File: src/hw/rst_seq_pkg.sv
// constants and carrier types for the reset and clock phase sequencer
package rst_seq_pkg;
   // input clock rate and the stretch of internal reset after pin release
   localparam int CLK_FREQ_HZ = 50_000_000;
   localparam int STRETCH_CYCLES = 512;
   localparam int STRETCH_W = 10;
   localparam logic [STRETCH_W-1:0] STRETCH_LAST = 10'h1FF;
   // divider: slow ratio used during reset phases
   localparam int DIV_W = 3;
   localparam logic [DIV_W-1:0] DIV_LAST = 3'h7;
   localparam logic [DIV_W-1:0] DIV_RESET = 3'h0;
   // register map, byte addresses on the avalon slave
   localparam int ADDR_W = 4;
   localparam logic [ADDR_W-1:0] CTRL_OFFSET = 4'h0;
   localparam logic [ADDR_W-1:0] STATUS_OFFSET = 4'h4;
   // control register fields and reset values
   localparam int CTRL_SRC_BIT = 0;
   localparam int CTRL_PLL_BIT = 1;
   localparam logic CTRL_SRC_RESET = 1'b0;
   localparam logic CTRL_PLL_RESET = 1'b0;
   // status register fields
   localparam int STAT_PHASE_LSB = 0;
   localparam int STAT_BOOT_LSB = 2;
   localparam int STAT_ENDIAN_BIT = 4;
   localparam int STAT_BYPASS_BIT = 5;
   localparam int STAT_IRST_BIT = 6;
   localparam logic [1:0] PHASE_CODE_PIN = 2'h0;
   localparam logic [1:0] PHASE_CODE_STRETCH = 2'h1;
   localparam logic [1:0] PHASE_CODE_RUN = 2'h2;

   typedef enum logic [1:0] {PH_PIN, PH_STRETCH, PH_RUN} phase_e;

   // one avalon-mm request as seen by the slave
   typedef struct packed {
      logic [ADDR_W-1:0] address;
      logic read;
      logic write;
      logic [31:0] writedata;
      logic [3:0] byteenable;
   } avs_req_s;
endpackage

File: src/hw/reset_clock_phase_sequencer.sv
// reset phase sequencer with clock ratio control and avalon-mm registers
`timescale 1ns/1ps
module reset_clock_phase_sequencer
   import rst_seq_pkg::*;
#(
   parameter bit HIZ_VARIANT = 1'b0 // 0: clock outs driven low, 1: mem and second aux clock outs released, third aux still driven low
) (
   input wire logic i_clk, // input clock, 50 MHz
   input wire logic i_rst, // synchronous power-on reset, active high
   input wire logic i_reset_pin_n, // external reset pin, active low
   input wire logic i_input_clock_mode_bit, // 1: direct input clock in use
   input wire logic [1:0] i_boot_select, // boot strap bits
   input wire logic i_endian_select, // endianness strap
   input wire logic i_ext_mem_clock, // external memory clock, source select 1
   input wire rst_seq_pkg::avs_req_s i_avs, // avalon-mm request
   output logic [31:0] o_avs_readdata, // avalon read data
   output logic o_avs_waitrequest, // avalon wait, low for one answer cycle
   output logic o_internal_reset, // stretched internal reset, active high
   output logic o_groups_valid, // all signal groups valid
   output logic o_cpu_clk_en, // cpu clock enable pulse
   output logic o_periph_clk_en, // peripheral clock enable pulse
   output logic o_mem_if_clk_en, // memory interface clock enable pulse
   output logic o_mem_clock_out, // memory clock pin level
   output logic o_mem_clock_out_oe, // memory clock pin enable
   output logic o_aux_clock_out_a, // second aux clock pin level
   output logic o_aux_clock_out_a_oe, // second aux clock pin enable
   output logic o_aux_clock_out_a_valid, // second aux clock valid
   output logic o_aux_clock_out_b, // third aux clock pin level
   output logic o_aux_clock_out_b_oe, // third aux clock pin enable
   output logic o_mem_bus_oe, // memory bus and hold acknowledge enable
   output logic o_bus_request_valid, // bus request flag valid
   output logic o_serial_timer_oe, // serial port and timer pins enable
   output logic [1:0] o_boot_select, // latched boot selection
   output logic o_endian_select, // latched endianness
   output logic o_pll_bypass // pll bypassed
);
   import rst_seq_pkg::*;

   typedef struct packed {
      logic pin_s1;
      logic pin_s2;
      logic pin_prev;
      phase_e phase;
      logic [STRETCH_W-1:0] stretch_cnt;
      logic [DIV_W-1:0] div_cnt;
      logic [1:0] boot;
      logic endian;
      logic ctrl_src;
      logic ctrl_pll;
      logic ack;
      logic [31:0] rdata;
      logic irst;
      logic valid;
      logic cpu_en;
      logic per_en;
      logic mem_en;
      logic mem_clk;
      logic mem_oe;
      logic aux_a;
      logic aux_a_oe;
      logic aux_a_valid;
      logic aux_b;
      logic aux_b_oe;
      logic bus_oe;
      logic bus_request_flag_valid;
      logic ser_oe;
      logic bypass;
   } state_s;

   state_s state;
   state_s next_state;

   // status code of a phase, used by the status read
   function automatic logic [1:0] phase_code(input phase_e ph);
      case (ph)
         PH_PIN: phase_code = PHASE_CODE_PIN;
         PH_STRETCH: phase_code = PHASE_CODE_STRETCH;
         PH_RUN: phase_code = PHASE_CODE_RUN;
         default: phase_code = PHASE_CODE_PIN;
      endcase
   endfunction

   logic pin_rise;
   logic req;
   logic slow_tick;
   logic run;

   // pin edge taken from the second sync stage only
   assign pin_rise = state.pin_s2 && !state.pin_prev;
   assign req = i_avs.read || i_avs.write;
   assign slow_tick = (state.div_cnt == DIV_LAST);
   assign run = (state.phase == PH_RUN);

   // next state of the whole block
   always_comb begin
      next_state = state;
      // two-flop synchroniser on the reset pin
      next_state.pin_s1 = i_reset_pin_n;
      next_state.pin_s2 = state.pin_s1;
      next_state.pin_prev = state.pin_s2;
      next_state.div_cnt = state.div_cnt + 3'h1;

      // phase sequence: pin low wins over everything else
      case (state.phase)
         PH_PIN: begin
            if (pin_rise) begin
               next_state.phase = PH_STRETCH;
               next_state.stretch_cnt = '0;
               // restart the divider so 512 ends on a divide-by-8 boundary
               next_state.div_cnt = DIV_RESET;
               // straps caught on the release edge; hold time covers sync lag
               next_state.boot = i_boot_select;
               next_state.endian = i_endian_select;
            end
         end
         PH_STRETCH: begin
            next_state.stretch_cnt = state.stretch_cnt + 10'h001;
            if (state.stretch_cnt == STRETCH_LAST && slow_tick) begin
               next_state.phase = PH_RUN;
            end
         end
         PH_RUN: begin
         end
         default: next_state.phase = PH_PIN;
      endcase
      if (!state.pin_s2) begin
         next_state.phase = PH_PIN;
         next_state.stretch_cnt = '0;
      end

      // clock enables: slow ratio until the run phase
      next_state.cpu_en = run ? 1'b1 : slow_tick;
      next_state.per_en = run ? state.div_cnt[0] : slow_tick;
      next_state.mem_en = run ? state.div_cnt[0] : slow_tick;

      // output clock levels, driven once the pin is released
      if (!state.pin_s2) begin
         next_state.mem_clk = 1'b0;
         next_state.mem_oe = !HIZ_VARIANT;
         next_state.aux_a = 1'b0;
         next_state.aux_a_oe = !HIZ_VARIANT;
         next_state.aux_a_valid = 1'b0;
         next_state.aux_b = 1'b0;
         next_state.aux_b_oe = 1'b1;
      end else begin
         if (state.ctrl_src) begin
            next_state.mem_clk = i_ext_mem_clock;
         end else begin
            next_state.mem_clk = run ? state.div_cnt[0] : state.div_cnt[2];
         end
         next_state.mem_oe = 1'b1;
         next_state.aux_a = run ? state.div_cnt[0] : state.div_cnt[2];
         next_state.aux_a_oe = 1'b1;
         next_state.aux_a_valid = 1'b1;
         next_state.aux_b = state.div_cnt[2];
         next_state.aux_b_oe = 1'b1;
      end

      // pin groups come back only when the stretched reset is over
      next_state.irst = (next_state.phase != PH_RUN);
      next_state.valid = (next_state.phase == PH_RUN);
      next_state.bus_oe = next_state.valid && state.pin_s2;
      next_state.bus_request_flag_valid = next_state.valid && state.pin_s2;
      next_state.ser_oe = next_state.valid && state.pin_s2;

      // avalon slave: one wait cycle, answer while waitrequest is low
      next_state.ack = req && !state.ack;
      if (req && !state.ack) begin
         next_state.rdata = '0;
         if (i_avs.read && i_avs.address == CTRL_OFFSET) begin
            next_state.rdata[CTRL_SRC_BIT] = state.ctrl_src;
            next_state.rdata[CTRL_PLL_BIT] = state.ctrl_pll;
         end else if (i_avs.read && i_avs.address == STATUS_OFFSET) begin
            next_state.rdata[STAT_PHASE_LSB +: 2] = phase_code(state.phase);
            next_state.rdata[STAT_BOOT_LSB +: 2] = state.boot;
            next_state.rdata[STAT_ENDIAN_BIT] = state.endian;
            next_state.rdata[STAT_BYPASS_BIT] = state.bypass;
            next_state.rdata[STAT_IRST_BIT] = state.irst;
         end
      end
      // writes land on the edge where the master sees waitrequest low
      if (i_avs.write && state.ack && i_avs.address == CTRL_OFFSET && i_avs.byteenable[0]) begin
         next_state.ctrl_src = i_avs.writedata[CTRL_SRC_BIT];
         next_state.ctrl_pll = i_avs.writedata[CTRL_PLL_BIT];
      end
      // any reset phase drops the pll request, so the block wakes bypassed
      if (!run) begin
         next_state.ctrl_pll = CTRL_PLL_RESET;
      end
      next_state.bypass = !(run && next_state.ctrl_pll);
   end

   // single register bank; all outputs come from it
   always_ff @(posedge i_clk) begin
      if (i_rst) begin
         state <= '0;
         state.phase <= PH_PIN;
         state.irst <= 1'b1;
         state.bypass <= 1'b1;
         state.ctrl_src <= CTRL_SRC_RESET;
         state.ctrl_pll <= CTRL_PLL_RESET;
         state.aux_b_oe <= 1'b1;
         state.mem_oe <= !HIZ_VARIANT;
         state.aux_a_oe <= !HIZ_VARIANT;
      end else begin
         state <= next_state;
      end
   end

   assign o_avs_readdata = state.rdata;
   assign o_avs_waitrequest = !state.ack;
   assign o_internal_reset = state.irst;
   assign o_groups_valid = state.valid;
   assign o_cpu_clk_en = state.cpu_en;
   assign o_periph_clk_en = state.per_en;
   assign o_mem_if_clk_en = state.mem_en;
   assign o_mem_clock_out = state.mem_clk;
   assign o_mem_clock_out_oe = state.mem_oe;
   assign o_aux_clock_out_a = state.aux_a;
   assign o_aux_clock_out_a_oe = state.aux_a_oe;
   assign o_aux_clock_out_a_valid = state.aux_a_valid;
   assign o_aux_clock_out_b = state.aux_b;
   assign o_aux_clock_out_b_oe = state.aux_b_oe;
   assign o_mem_bus_oe = state.bus_oe;
   assign o_bus_request_valid = state.bus_request_flag_valid;
   assign o_serial_timer_oe = state.ser_oe;
   assign o_boot_select = state.boot;
   assign o_endian_select = state.endian;
   assign o_pll_bypass = state.bypass;
endmodule

File: config.mk
export PLATFORM = sky130hd
export DESIGN_NAME = reset_clock_phase_sequencer
export DESIGN_NICKNAME = d
export VERILOG_FILES = /design/src/hw/rst_seq_pkg.sv /design/src/hw/reset_clock_phase_sequencer.sv
export SDC_FILE = /design/constraint.sdc
export NUM_CORES = 1
export LEC_CHECK = 0
export BUFFER_PORTS_ARGS = -buffer_cell sky130_fd_sc_hd__buf_2
export CAP_MARGIN = 20
export CORE_UTILIZATION = 44
export CTS_BUF_LIST = sky130_fd_sc_hd__clkbuf_4 sky130_fd_sc_hd__clkbuf_8 sky130_fd_sc_hd__clkbuf_16
export DETAILED_ROUTE_END_ITERATION = 10
export GPL_TIMING_DRIVEN = 0
export PLACE_DENSITY = 0.87
export SETUP_SLACK_MARGIN = 0.15
export SLEW_MARGIN = 10
export SYNTH_ARGS = -nofsm -noshare
export SYNTH_HDL_FRONTEND = slang
export SYNTH_SLANG_ARGS = --single-unit
File: constraint.sdc
create_clock -name i_clk -period 1.9 [get_ports i_clk]
set_clock_uncertainty 0.05 [all_clocks]
set_input_delay 0.475 -clock i_clk [delete_from_list [all_inputs] [get_ports i_clk]]
set_output_delay 0.475 -clock i_clk [all_outputs]
set_load 0.1 [all_outputs]
# Word level (Yosys, flattened, before mapping)
# Index checks and enable logic that the tools add are counted.
[word_totals]
wordCells = 73
output_inout_bits = 52
input_bits = 50
ff_bits = 44
[classes]
eq_ne = 8
n_addsub = 2
mux = 17
reduce_logical = 20
n_bitwise = 1
[ops]
columns = ["operator", "n"]
rows = [
  ["10-bit case mux with 2 select lines", 1],
  ["18-bit two-way mux", 1],
  ["12-bit two-way mux", 1],
  ["10-bit by 1-bit adder with 10-bit output (second input constant)", 1],
  ["10-bit by 9-bit == test with 1-bit output (second input constant)", 1],
  ["1-bit logical AND", 10],
  ["7-bit two-way mux", 1],
  ["1-bit two-way mux", 6],
  ["6-bit two-way mux", 1],
  ["2-bit case mux with 3 select lines", 1],
  ["5-bit two-way mux", 1],
  ["2-bit == test (second input constant)", 2],
  ["4-bit by 3-bit == test with 1-bit output (second input constant)", 1],
  ["4-bit zero test", 1],
  ["2-bit two-way mux", 2],
  ["2-bit != test (second input constant)", 2],
  ["2-bit case mux with 2 select lines", 1],
  ["2-bit AND reduction", 2],
  ["3-bit by 1-bit adder with 3-bit output (second input constant)", 1],
  ["3-bit == test (second input constant)", 1],
  ["1-bit zero test", 3],
  ["3-bit two-way mux", 1],
  ["2-bit by 1-bit == test with 1-bit output (second input constant)", 1],
  ["2-bit zero test", 1],
  ["4 further kinds", 4],
]

# Depth between registers and ports, before layout
[logic_depth]
depth_word = 7
depth_mapped = 5
mapped_depth_nobuf = 5

# Worst setup path before layout
# No wires, ideal clock.
[synth_path]
path_type = "register to register"
from = "reg state[69] (netlist bit)"
to = "reg state[64] (netlist bit)"
required_time_ps = 1704
setup_time_ps = 146
path_buffers = 1
period_less_slack_ps = 1994
setup_slack_ps = -94
arrival_time_ps = 1798
stages_incl_launch_ff = 6
cell_sequence = "dfxtp_1 -> or4b_4 -> buf_6 -> a211oi_2 -> xnor2_1 -> nor2_1"
[synth_between]
elab_chain_cells = 4
[synth_rtl]
columns = ["item", "line", "text"]
rows = [
  ["from (decl)", "reset_clock_phase_sequencer.sv:70", "state_s state;"],
  ["from (signal assigned)", "reset_clock_phase_sequencer.sv:206", "state <= next_state;"],
  ["1-bit zero test", "reset_clock_phase_sequencer.sv:89", "assign pin_rise = state.pin_s2 && !state.pin_prev;"],
  ["1-bit logical AND", "reset_clock_phase_sequencer.sv:89", ""],
  ["2-bit != test (no source line)", "n/a", ""],
  ["2-bit AND reduction (no source line)", "n/a", ""],
]
# No other way between the ends.
# A chain may end at the register's enable or synchronous reset.

# Worst setup path after layout
[layout_path]
from = "reg state (netlist bit o_boot_select[0])"
to = "out o_boot_select[0]"
[layout_rtl]
columns = ["item", "line", "text"]
rows = [
  ["to (decl)", "reset_clock_phase_sequencer.sv:33", "output logic [1:0] o_boot_select,"],
]
# No word-level cell between the ends.

==> run metrics <==
Final Core Density=0.579; Global Route Usage Sum=0.169; CP Data Required Time=1.37 ns; I/O Buffers=39; Fill cells=366; clock root buffer=clkbuf_8; RR Startpoint=state[68]; sequential area share after synthesis=0.437; num rows=23; Slew HR=0.344; Yosys reg bits=40; Worst VDD drop=0.000412 V; Worst Setup End Kind=primary output; count of final setup violators=0; Die Ht=66.6 µm; Synth Area per Inst=9.13 µm²; number of CTS-inserted buffers=5; most instantiated cells after synthesis=40 x buf_4, 40 x dfxtp_1, 21 x nor2_1; Layout Area Growth over Synthesis=26.3%; critical path class=flop to primary output; Via-to-Cell Ratio=4.54; WP data arrival=1.16 ns; Fin. Hold Viols=0; # diodes=0; Congestion Overflow GR=0; Reg-to-Reg End=state[64]; overall routed net length=3500 µm; Yosys warning count=0; Ports=102; status=finished, final reports clean; area share of the largest cell type after synthesis=0.437; FFs w/ async S/R, synth=0; Worst Setup Start Kind=flop; min Tclk post-route=1.69 ns; Initial Util=0.459; final net count=329; ys flop type=dfxtp_1; remaining antenna violation count after routing=0; f_max=592 MHz; # DRC=0; worst-margin pin slew=0.975 ns; crit share post-route=0.888; worst min path class=input port to flop; Synth Instances=201; Synth cell types=37; pwr dens=771 nW/µm²; initial antenna violation count=0; CTS clk-pin slew, worst paths=0.07 ns; vias in the first global route=1,324; GPL Wtd Cong=0.820; Inst Count DP=316; max_cap viols=0; RSZ-0062 raised after global routing=yes; Core ar.=4000 µm²; mapped cell area=1830 µm²; area leader, netlist=dfxtp_1; CTS Sinks=40; Slew Viols, Final=0; Die ar.=4430 µm²; first-pass GRT wire length=5470 µm; average routed wire per standard cell=10.7 µm; First DRT Iteration DRCs=46; Worst-Skew Late Latency=0.29 ns; CTS tree=yes; Tot Pwr=0.00179 W; DRT Pass-1 Iters=4; largest cells by area after synthesis=dfxtp_1 44%, buf_4 16%, nor2_1 4.3%; Post-DP HPWL=2600 µm; total number of vias=1,481; pin count of the biggest net entering global routing=12; Worst R2R Path Depth=5; HP Start=i_reset_pin_n; Post-synth EDFFs=0; layout cells sized above 1=0.362; Max FO, Critical Path=3; hold-critical path endpoint=next_state[70]; htree depth=2; hold path cells=2; die width=66.6 µm; Max clock buf depth=2; Finished Layout Cells=326; setup TNS=0 ns; FF-to-FF setup slack=0.22 ns; Leak=1.08 nW
==> critical path: stages (launching register included) <==
cell	delay, ns
dfxtp_1	0.36
buf_4	0.11
buf_2	0.41
==> report_power, final <==
group	switching, W	internal [W]	total [W]
registers	0.00000763	0.000851	0.000859
clock network	0.000264	0.000263	0.000527
logic	0.000324	0.0000769	0.000401
total	0.000595	0.00119	0.00179
==> layout by cell type, fill, tap and decap left out, types with 3 or more instances in the layout <==
cell type  instances
clkbuf_8           5
and4_1             3
buf_4             42
a21oi_1            9
and2_1             3
buf_2             38
nor2_1            21
a22oi_1            5
o21a_1             4
a211oi_2           3
conb_1            28
ha_1               3
nor3_1             3
nor2b_1            6
nand3_1            5
xnor2_1            6
mux2i_1            5
o21ai_0            3
dfxtp_2            5
nand2_1           17
dfxtp_1           35
==> final cells by class <==
cell class                 instances  area (µm²)  share of cell area
buffer                            44         327               0.141
tap                               50        62.6              0.0270
clock buffer                       6        76.3              0.0330
inverter                           3        11.3             0.00486
clock inverter                     1        5.00             0.00216
sequential                        40         807               0.348
timing repair buffer              42         218              0.0940
multi-input combinational        140         810               0.350
==> flip-flops by register name, summed over array words and instances (netlist names) <==
register / flops
o_internal_reset: 1
o_mem_clock_out: 1
o_aux_clock_out_b: 1
o_aux_clock_out_a: 1
o_cpu_clk_en: 1
o_endian_select: 1
o_mem_if_clk_en: 1
o_groups_valid: 1
o_pll_bypass: 1
o_serial_timer_oe: 1
next_state: 2
state: 19
o_avs_readdata: 7
o_boot_select: 2
==> how the worst max path moves through the flow <==
stage | start | end | cells after the start
detailed placement | i_avs[39] | o_pll_bypass | 5
finish | o_boot_select[0] | o_boot_select[0] | 2
global route | state[68] | state[64] | 5
global placement | i_avs[39] | o_pll_bypass | 5
CTS | state[67] | state[55] | 3
floorplan | state[69] | state[63] | 5
==> cells by family (layout without fill, tap and decap cells) <==
kind of cell	Yosys count	in the layout	synth area share
and+or+nand+nor	67	67	0.181
buffers and inverters	47	96	0.182
DFF	40	40	0.437
AOI/OAI and AO/OA	30	30	0.115
xor gates and xnor gates	7	7	0.0334
muxes	5	5	0.0273
adders and majority gates	3	3	0.0205
other	2	28	0.00409
==> repair_timing <==
| action | 4_1_cts | 5_1_grt |
|---|---|---|
| setup endpoints to repair | 0 | 5 |
| resized for setup | 0 | 6 |
| setup buffers | 0 | 2 |
| hold buffers | 0 | 0 |
==> layer usage <==
metal  track usage  share of wire
met5             0              0
met3        0.0634          0.069
met1         0.158           0.39
met4        0.0984          0.025
met2         0.309           0.51
==> per-stage QoR <==
stage               hold WS (ns)  instance area [µm²]  setup WS [ns]
global route               0.363                 2320          0.135
finish                     0.341                 2320          0.212
CTS                        0.336                 2270          0.187
detailed placement         0.380                 2190          0.123
floorplan                  0.364                 1940          0.152
global placement           0.369                 2190          0.148
No activity file was read; power rests on OpenSTA's default activity.
